===== src/shared/wake_pkg.sv =====
package wake_pkg;

  // ----------------------------------------------------------------
  // Widths
  // ----------------------------------------------------------------
  localparam int ADDR_W = 8;
  localparam int DATA_W = 8;
  localparam int SRC_W  = 16;
  localparam int PIN_W  = 15;
  localparam int INT_W  = 2;

  // ----------------------------------------------------------------
  // Register offsets
  // ----------------------------------------------------------------
  localparam logic [ADDR_W-1:0] OFF_EN_1X    = 8'h0b;
  localparam logic [ADDR_W-1:0] OFF_EN_2X    = 8'h0c;
  localparam logic [ADDR_W-1:0] OFF_STS_1X   = 8'h20;
  localparam logic [ADDR_W-1:0] OFF_STS_2X   = 8'h21;
  localparam logic [ADDR_W-1:0] OFF_CTRL     = 8'h22;
  localparam logic [ADDR_W-1:0] OFF_INT_STS  = 8'h23;
  localparam logic [ADDR_W-1:0] OFF_INT_MASK = 8'h24;

  // ----------------------------------------------------------------
  // Reset values and fields
  // ----------------------------------------------------------------
  localparam logic [DATA_W-1:0] RST_BYTE     = 8'h00;
  localparam logic [SRC_W-1:0]  RST_SRC      = 16'h0000;
  localparam logic [INT_W-1:0]  RST_INT      = 2'h0;
  localparam logic [DATA_W-1:0] READ_ZERO    = 8'h00;
  localparam int                CTRL_GLOBAL  = 0;
  localparam int                SMI_EN_BIT   = 3;
  localparam int                NO_SRC_BIT   = 11;
  localparam logic [SRC_W-1:0]  SRC_PRESENT  = 16'hf7ff;
  localparam int                INT_STS_SET  = 0;
  localparam int                INT_REQ_RISE = 1;

  // ----------------------------------------------------------------
  // Register port request
  // ----------------------------------------------------------------
  typedef struct packed {
    logic [ADDR_W-1:0] addr;
    logic [DATA_W-1:0] wdata;
    logic              wr;
    logic              rd;
  } reg_req_type;

endpackage


===== src/wake_source_enable_gating.sv =====
// Notes on behaviour
// - A source drives the wake request only when its enable, its status and the global enable are all 1.
// - A source whose enable is 0 still records events in its status bit but never drives the request.
// - Both enable registers clear to zero only on the standby-rail reset and survive every other reset.
// - The register at 0x0b is read/write and its bits 0 to 7 enable port 1 pins 0 to 7 as sources.
// - The register at 0x0c is read/write; bits 0-2 enable port 2 pins 0-2 and bits 4-7 pins 4-7.
// - Bit 3 of the register at 0x0c enables the grouped SMI output instead of a pin source.
// - Writing 1 to a wake status bit clears it and writing 0 leaves it unchanged.
// - A status bit is set whenever its source is active, whatever its enable or the global enable.
module wake_source_enable_gating
  import wake_pkg::*;
(
  input  wire logic              clk_sys_in,
  input  wire logic              rst_n_in,
  input  wire logic              clk_en_in,
  input  wire reg_req_type       reg_req_in,
  input  wire logic [PIN_W-1:0]  wake_pin_in,
  output logic      [DATA_W-1:0] rd_data_out,
  output logic                   wake_request_n_out,
  output logic                   group_smi_out,
  output logic                   irq_out
);

  // ----------------------------------------------------------------
  // Declarations
  // ----------------------------------------------------------------
  logic [PIN_W-1:0]  pin_meta_q;
  logic [PIN_W-1:0]  pin_sync_q;
  logic [SRC_W-1:0]  src_active;
  logic [SRC_W-1:0]  status_q;
  logic [SRC_W-1:0]  status_d;
  logic [SRC_W-1:0]  sts_clear;
  logic [SRC_W-1:0]  enable_all;
  logic [SRC_W-1:0]  gated;
  logic [DATA_W-1:0] wake_enable_pins_1x_q;
  logic [DATA_W-1:0] wake_enable_pins_2x_q;
  logic              wake_global_enable_q;
  logic              group_smi_enable;
  logic [INT_W-1:0]  int_sts_q;
  logic [INT_W-1:0]  int_mask_q;
  logic [INT_W-1:0]  int_event;
  logic              wake_any;
  logic              smi_any;
  logic              req_prev_q;
  logic              wr_en_1x;
  logic              wr_en_2x;
  logic              wr_sts_1x;
  logic              wr_sts_2x;
  logic              wr_ctrl;
  logic              wr_int_sts;
  logic              wr_int_mask;
  logic [DATA_W-1:0] rd_data_d;
  logic              wake_request_n_q;
  logic              group_smi_q;
  logic              irq_q;
  logic [DATA_W-1:0] rd_data_q;

  // ----------------------------------------------------------------
  // Pin synchroniser
  // ----------------------------------------------------------------
  // Pins are asynchronous; only the second stage is read by logic
  always_ff @(posedge clk_sys_in)
  begin
    if (!rst_n_in)
    begin
      pin_meta_q <= '0;
      pin_sync_q <= '0;
    end
    else if (clk_en_in)
    begin
      pin_meta_q <= wake_pin_in;
      pin_sync_q <= pin_meta_q;
    end
  end

  // Port 2 pin 3 has no source, its slot carries the SMI enable
  assign src_active = {pin_sync_q[PIN_W-1:NO_SRC_BIT], 1'b0, pin_sync_q[NO_SRC_BIT-1:0]};

  // ----------------------------------------------------------------
  // Register decode
  // ----------------------------------------------------------------
  assign wr_en_1x    = reg_req_in.wr && (reg_req_in.addr == OFF_EN_1X);
  assign wr_en_2x    = reg_req_in.wr && (reg_req_in.addr == OFF_EN_2X);
  assign wr_sts_1x   = reg_req_in.wr && (reg_req_in.addr == OFF_STS_1X);
  assign wr_sts_2x   = reg_req_in.wr && (reg_req_in.addr == OFF_STS_2X);
  assign wr_ctrl     = reg_req_in.wr && (reg_req_in.addr == OFF_CTRL);
  assign wr_int_sts  = reg_req_in.wr && (reg_req_in.addr == OFF_INT_STS);
  assign wr_int_mask = reg_req_in.wr && (reg_req_in.addr == OFF_INT_MASK);

  // ----------------------------------------------------------------
  // Enable registers
  // ----------------------------------------------------------------
  // rst_n_in is the standby-rail reset; the other resets never reach here
  always_ff @(posedge clk_sys_in)
  begin
    if (!rst_n_in)
    begin
      wake_enable_pins_1x_q <= RST_BYTE;
      wake_enable_pins_2x_q <= RST_BYTE;
    end
    else if (clk_en_in)
    begin
      if (wr_en_1x)
      begin
        wake_enable_pins_1x_q <= reg_req_in.wdata;
      end
      if (wr_en_2x)
      begin
        wake_enable_pins_2x_q <= reg_req_in.wdata;
      end
    end
  end

  // Bit 3 of the second enable is not a pin enable
  assign group_smi_enable = wake_enable_pins_2x_q[SMI_EN_BIT];
  assign enable_all = {wake_enable_pins_2x_q, wake_enable_pins_1x_q} & SRC_PRESENT;

  // ----------------------------------------------------------------
  // Global enable
  // ----------------------------------------------------------------
  always_ff @(posedge clk_sys_in)
  begin
    if (!rst_n_in)
    begin
      wake_global_enable_q <= 1'b0;
    end
    else if (clk_en_in && wr_ctrl)
    begin
      wake_global_enable_q <= reg_req_in.wdata[CTRL_GLOBAL];
    end
  end

  // ----------------------------------------------------------------
  // Wake status
  // ----------------------------------------------------------------
  assign sts_clear = {(wr_sts_2x ? reg_req_in.wdata : READ_ZERO),
                      (wr_sts_1x ? reg_req_in.wdata : READ_ZERO)};

  // Set beats a same-cycle clear so no event is lost
  for (genvar i = 0; i < SRC_W; i++)
  begin : g_status
    assign status_d[i] = SRC_PRESENT[i] &&
                         (src_active[i] || (status_q[i] && !sts_clear[i]));
  end

  always_ff @(posedge clk_sys_in)
  begin
    if (!rst_n_in)
    begin
      status_q <= RST_SRC;
    end
    else if (clk_en_in)
    begin
      status_q <= status_d;
    end
  end

  // ----------------------------------------------------------------
  // Gating and request
  // ----------------------------------------------------------------
  // Global enable gates the request only, never the status
  assign gated    = status_q & enable_all & {SRC_W{wake_global_enable_q}};
  assign wake_any = |gated;
  assign smi_any  = group_smi_enable && |(status_q & enable_all);

  always_ff @(posedge clk_sys_in)
  begin
    if (!rst_n_in)
    begin
      wake_request_n_q <= 1'b1;
      group_smi_q      <= 1'b0;
      req_prev_q       <= 1'b0;
    end
    else if (clk_en_in)
    begin
      wake_request_n_q <= !wake_any;
      group_smi_q      <= smi_any;
      req_prev_q       <= wake_any;
    end
  end

  // ----------------------------------------------------------------
  // Interrupt status and mask
  // ----------------------------------------------------------------
  assign int_event[INT_STS_SET]  = |(src_active & ~status_q);
  assign int_event[INT_REQ_RISE] = wake_any && !req_prev_q;

  always_ff @(posedge clk_sys_in)
  begin
    if (!rst_n_in)
    begin
      int_sts_q <= RST_INT;
    end
    else if (clk_en_in)
    begin
      int_sts_q <= int_event |
                   (int_sts_q & ~(wr_int_sts ? reg_req_in.wdata[INT_W-1:0] : RST_INT));
    end
  end

  always_ff @(posedge clk_sys_in)
  begin
    if (!rst_n_in)
    begin
      int_mask_q <= RST_INT;
    end
    else if (clk_en_in && wr_int_mask)
    begin
      int_mask_q <= reg_req_in.wdata[INT_W-1:0];
    end
  end

  always_ff @(posedge clk_sys_in)
  begin
    if (!rst_n_in)
    begin
      irq_q <= 1'b0;
    end
    else if (clk_en_in)
    begin
      irq_q <= |(int_sts_d_next(int_sts_q, int_event, wr_int_sts, reg_req_in.wdata)
                 & int_mask_q);
    end
  end

  // Irq follows the status value being loaded, so it tracks it in step
  function automatic logic [INT_W-1:0] int_sts_d_next(input logic [INT_W-1:0]  sts,
                                                      input logic [INT_W-1:0]  ev,
                                                      input logic              wr,
                                                      input logic [DATA_W-1:0] data);
    int_sts_d_next = ev | (sts & ~(wr ? data[INT_W-1:0] : RST_INT));
  endfunction

  // ----------------------------------------------------------------
  // Read port
  // ----------------------------------------------------------------
  always_comb
  begin
    rd_data_d = READ_ZERO;
    unique case (reg_req_in.addr)
      OFF_EN_1X:    rd_data_d = wake_enable_pins_1x_q;
      OFF_EN_2X:    rd_data_d = wake_enable_pins_2x_q;
      OFF_STS_1X:   rd_data_d = status_q[DATA_W-1:0];
      OFF_STS_2X:   rd_data_d = status_q[SRC_W-1:DATA_W];
      OFF_CTRL:     rd_data_d = {{(DATA_W-1){1'b0}}, wake_global_enable_q};
      OFF_INT_STS:  rd_data_d = {{(DATA_W-INT_W){1'b0}}, int_sts_q};
      OFF_INT_MASK: rd_data_d = {{(DATA_W-INT_W){1'b0}}, int_mask_q};
      default:      rd_data_d = READ_ZERO;
    endcase
  end

  // Read data stand one cycle after the strobe and only there
  // Zero outside the answer cycle, so a stray sample reads harmless
  always_ff @(posedge clk_sys_in)
  begin
    if (!rst_n_in)
    begin
      rd_data_q <= READ_ZERO;
    end
    else if (clk_en_in)
    begin
      rd_data_q <= reg_req_in.rd ? rd_data_d : READ_ZERO;
    end
  end

  // ----------------------------------------------------------------
  // Outputs
  // ----------------------------------------------------------------
  // Registered outputs keep decode glitches off the far side
  assign rd_data_out        = rd_data_q;
  assign wake_request_n_out = wake_request_n_q;
  assign group_smi_out      = group_smi_q;
  assign irq_out            = irq_q;
endmodule


===== config.mk =====
export PLATFORM = sky130hd
export DESIGN_NAME = wake_source_enable_gating
export DESIGN_NICKNAME = d
export VERILOG_FILES = /design/src/shared/wake_pkg.sv /design/src/wake_source_enable_gating.sv
export SDC_FILE = /design/constraint.sdc
export NUM_CORES = 1
export LEC_CHECK = 0
export ABC_AREA = 1
export BUFFER_PORTS_ARGS = -buffer_cell sky130_fd_sc_hd__buf_2
export CORE_UTILIZATION = 45
export DETAILED_ROUTE_END_ITERATION = 10
export PLACE_DENSITY_LB_ADDON = 0.05
export REMOVE_ABC_BUFFERS = 1
export SETUP_SLACK_MARGIN = 0.02
export SLEW_MARGIN = 20
export SYNTH_ARGS = -nofsm -noshare
export SYNTH_HDL_FRONTEND = slang
export SYNTH_SLANG_ARGS = --single-unit

===== constraint.sdc =====
create_clock -name clk_sys_in -period 1.13 [get_ports clk_sys_in]
set_clock_uncertainty 0.2 [all_clocks]
set_input_delay 0.113 -clock clk_sys_in [delete_from_list [all_inputs] [get_ports clk_sys_in]]
set_output_delay 0.113 -clock clk_sys_in [all_outputs]
set_load 0.02 [all_outputs]

; ---- Yosys cells after proc, flatten, opt, wreduce, memory -nomap -nowiden
; Index checks and enable logic that the tools add are counted.
[totals]
register_bits = 78
in_bits = 36
out_inout_bits = 11
[classes]
n_eq_ne = 7
muxes = 5
n_bitwise = 8
n_reduce_logical = 64
[ops]
columns = op, count
row1 = 8-bit case mux with 7 select lines, 1
row2 = 16-bit bitwise AND, 3
row3 = 16-bit OR reduction, 3
row4 = "8-bit by 6-bit equality test with 1-bit output, second input constant", 5
row5 = 1-bit logical AND, 26
row6 = 8-bit 2-to-1 mux, 3
row7 = 1-bit logical NOT, 17
row8 = "8-bit by 4-bit equality test with 1-bit output, second input constant", 2
row9 = 16-bit NOT, 1
row10 = 1-bit logical OR, 15
row11 = 2-bit bitwise AND, 2
row12 = 2-bit AND reduction, 2
row13 = 2-bit 2-to-1 mux, 1
row14 = 2-bit NOT, 1
row15 = 2-bit bitwise OR, 1
row16 = 2-bit OR reduction, 1

; ---- Longest topological paths before layout
[depth]
ltp_word = 8
depth_mapped = 10
mapped_depth_nobuf = 10

; ---- Worst setup path before layout
; Ideal clock, no wire load.
[synth_path]
kind = input-to-reg
from = input clk_en_in
to = register status_q[12]
arrival_time_ns = 0.912
required_time_ns = 0.789
path_slack_ns = -0.123
stages = 6
path_buffers = 1
cell_sequence = buf_2 nand2_1 inv_1 nand4_1 o21ai_0 a21oi_1
[synth_lines]
columns = item, line
row1 = start: declaration, wake_source_enable_gating.sv:15  ; input wire logic clk_en_in,
row2 = end signal: assignment, wake_source_enable_gating.sv:154  ; status_q <= status_d;
row3 = end: declaration, wake_source_enable_gating.sv:30  ; logic [SRC_W-1:0] status_q;

; ---- Worst setup path after layout
[layout_path]
from = register status_q[0]
to = register irq_q, in the netlist irq_out
[layout_via]
elab_chain_cells = 7
[layout_rtl]
columns = item, line
row1 = 16-bit bitwise AND (2 in a row), wake_source_enable_gating.sv:162  ; assign gated = status_q & enable_all & {SRC_W{wake_global_enable_q}};
row2 = 16-bit OR reduction, wake_source_enable_gating.sv:163  ; assign wake_any = |gated;
row3 = 1-bit logical AND, wake_source_enable_gating.sv:186  ; assign int_event[INT_REQ_RISE] = wake_any && !req_prev_q;
row4 = 2-bit bitwise OR (*), wake_source_enable_gating.sv:231  ; int_sts_d_next = ev | (sts & ~(wr ? data[INT_W-1:0] : RST_INT));
row5 = 2-bit bitwise AND (*), wake_source_enable_gating.sv:222  ; & int_mask_q);
row6 = 2-bit OR reduction (*), wake_source_enable_gating.sv:221  ; irq_q <= |(int_sts_d_next(int_sts_q, int_event, wr_int_sts, reg_req_in.wdata)
row7 = end signal: assignment, wake_source_enable_gating.sv:221
row8 = end: declaration, wake_source_enable_gating.sv:55  ; logic irq_q;
; Mark *: on every way between the ends. The rest lies on a longest branch, timed or not.
; A chain may end at the register's enable or synchronous reset.

==> impl_metrics.yaml <==
worst_hold_path:
  whs_path_depth: 4
  min_from: "rst_n_in"
  hp-class: "input port to register"
floorplanning:
  io_pins: 47
  die_y_um: 92.0
  core_um2: 7770
  rows: 32
  initial_core_util: 0.469
  die_area_um2: 8470
  fp.dieW_um: 92.0
clock_tree:
  cts_tree: "built"
  h-tree-depth: 3
  cts_inserted_buffers: 9
  root_buffer: "clkbuf_8"
  clk_latency_ps: 350
  clk_pin_slew_ps: 90
  clock_path_buffers: 2
  cts.sinks: 78
power:
  power.total_w: 0.00622
  power_density_nw_per_um2: 1140
  ir_worst_vdd_v: 0.000723
  p_leak_nw: 2.50
sta:
  period_share: 1.29
  finalCriticalPeriod_ps: 1450
  setup_viol_count_final: 17
  fmax_mhz: 688
  slew_viol_final: 0
  tightest_slew_ps: 277
  relSlewSlack: 0.815
  final_hold_viol_count: 4
  hold_ws_ps: -25.0
  rsz0062_at_grt: "true"
  fin_ws_ps: -324
  tns_ps: -1750
detailed_routing:
  ant_nets: 0
  drc: 0
  drtIter0Drc: 200
  via_count: 3853
  drt-pass1-iter-count: 5
  viasPerCell: 4.95
  drt-total-wl_mm: 10.7
  routedWlPerCell_um: 13.7
global_routing:
  grt_usage: 0.261
  grt_overflow: 0
  antenna_found_initial: 0
  grt_start_max_net_pins: 46
  grt_pass1_vias: 3658
  grt_pass1_wl_mm: 17.3
yosys:
  syn_inst: 529
  synth_cell_types: 27
  avgSynthCellArea_um2: 6.89
  ys_seq_area_frac: 0.428
  netlist_area_um2: 3650
  ys_ff_latch: 78
  ys.warnings.count: 0
final_layout:
  finalCoreUtilization: 0.703
  fin_nets: 708
  final_cell_mix: "96 x nand2_1, 75 x nor2_1, 68 x buf_4"
  area_delta_synth_final_pct: 49.8
  layout-drive-gt1-share: 0.393
  diodes: 0
  layout_commonest_cell: "nand2_1"
worst_setup_path:
  endpoint_kind: "register"
  reg2reg_from: "status_q[0]"
  cp_top_family: "simple AND/OR/NAND/NOR gates"
  r2r_cells: 9
  slowest_stage: "dfxtp_2"
  startpoint: "status_q[0]"
  startpoint_type: "register"
  cp_data_arrival_time_ps: 1500
  cp_slowest_stage_delay_ps: 360
  crit_path_frequent_cell: "nand2_1"
  path_max_fanout: 3
  path_buf_inv: 1
  cp.required_ps: 1180
  path_depth: 9
  criticalPathCategory: "register to register"
  crit_chain: "inv_1, nand2_1, nand2_1, nor2_1, nand2_2, nor2_2, nand2_1, a21oi_2, a21oi_1"
outcome:
  violations: "negative hold slack, negative setup slack"
  outcome: "finished, violations left"
placement:
  portBuffers: 46
  gp_congestion: 0.883
  hpwlAfterDp_mm: 6.97
flow_run:
  cap_violations: 0
==> power by group <==
group / total (W) / leakage, nW / switching (W) / internal (W)
Sequential: 0.00294 / 0.652 / 0.0000760 / 0.00286
Combinational: 0.000826 / 1.73 / 0.000435 / 0.000390
Clock: 0.00245 / 0.116 / 0.00109 / 0.00137
==> cells in the mapped netlist <==
| master | n | area [µm²] |
|---|---|---|
| buf_1 | 1 | 3.75 |
| nor2_2 | 5 | 31.3 |
| nand3_1 | 24 | 120 |
| inv_1 | 53 | 199 |
| nand3b_1 | 1 | 7.51 |
| o21ai_0 | 59 | 295 |
| clkbuf_1 | 16 | 60.1 |
| nand4_2 | 1 | 12.5 |
| nand4_1 | 6 | 37.5 |
| nand2_4 | 1 | 11.3 |
| nand2_1 | 111 | 417 |
| a21oi_1 | 37 | 185 |
| a21oi_2 | 10 | 87.6 |
| clkinv_1 | 2 | 7.51 |
| inv_2 | 4 | 15.0 |
| buf_2 | 2 | 10.0 |
| buf_6 | 2 | 22.5 |
| nor2_8 | 1 | 20.0 |
| nor2_4 | 5 | 56.3 |
| nor2_1 | 82 | 308 |
| o21ai_2 | 3 | 26.3 |
| dfxtp_1 | 78 | 1560 |
| o21ai_1 | 7 | 35.0 |
| inv_6 | 1 | 8.76 |
| nand2_2 | 14 | 87.6 |
| nand3_2 | 1 | 10.0 |
| nor3_1 | 2 | 10.0 |
==> cells by family after synthesis <==
family / after synthesis / share of synthesized area
compound gates: 116 / 0.173
buf+inv: 81 / 0.0896
flops: 78 / 0.428
simple gates: 254 / 0.310
==> worst min-delay path: stages <==
cell	delay (ps)
buf_2	130
buf_6	130
o21ai_0	70
nor2_1	40
==> state kept, by name, summed over array words and instances, names as in the netlist, 2 cells and up <==
signal / count
wake_enable_pins_1x_q: 8
pin_sync_q: 15
rd_data_out: 8
wake_enable_pins_2x_q: 8
int_sts_q: 2
status_q: 15
int_mask_q: 2
pin_meta_q: 15
==> timing repair <==
item | in CTS | in global routing
pin swaps | 20 | 37
hold buffers | 25 | 3
endpoints found under the setup margin | 41 | 46
endpoints found under the hold margin | 49 | 3
buffers inserted | 4 | 7
resized for setup | 82 | 72
==> final timing paths <==
path	slack, ps	end
setup / recovery	-320	irq_out
hold / removal	-20	pin_meta_q[3]
setup reg to reg	-320	irq_out
hold reg to reg	270	status_q[12]
==> metrics by stage <==
step	hold slack [ps]	setup slack [ps]	std cells	area (µm²)
global placement	134	-395	725	4480
detailed placement	140	-426	725	4480
global route	3.25	-381	779	5460
CTS	11.4	-278	770	5220
floorplan	-2.83	-319	508	3550
finish	-25.0	-324	779	5460
==> cell type report <==
cell class	count	area [µm²]
multi-input combinational	370	1970
sequential	78	1600
tap	102	128
timing repair buffer	153	1280
clock inverter	5	81.3
clock buffer	11	151
inverter	60	245
fill	659	2310
==> metal layers <==
layer / routed length (µm) / part of all wire / track usage
met1: 4790 / 0.45 / 0.325
met4: 261 / 0.024 / 0.0977
met5: 0 / 0 / 0
met3: 430 / 0.040 / 0.0489
met2: 5200 / 0.49 / 0.448
(Power assumes the default switching activity.)
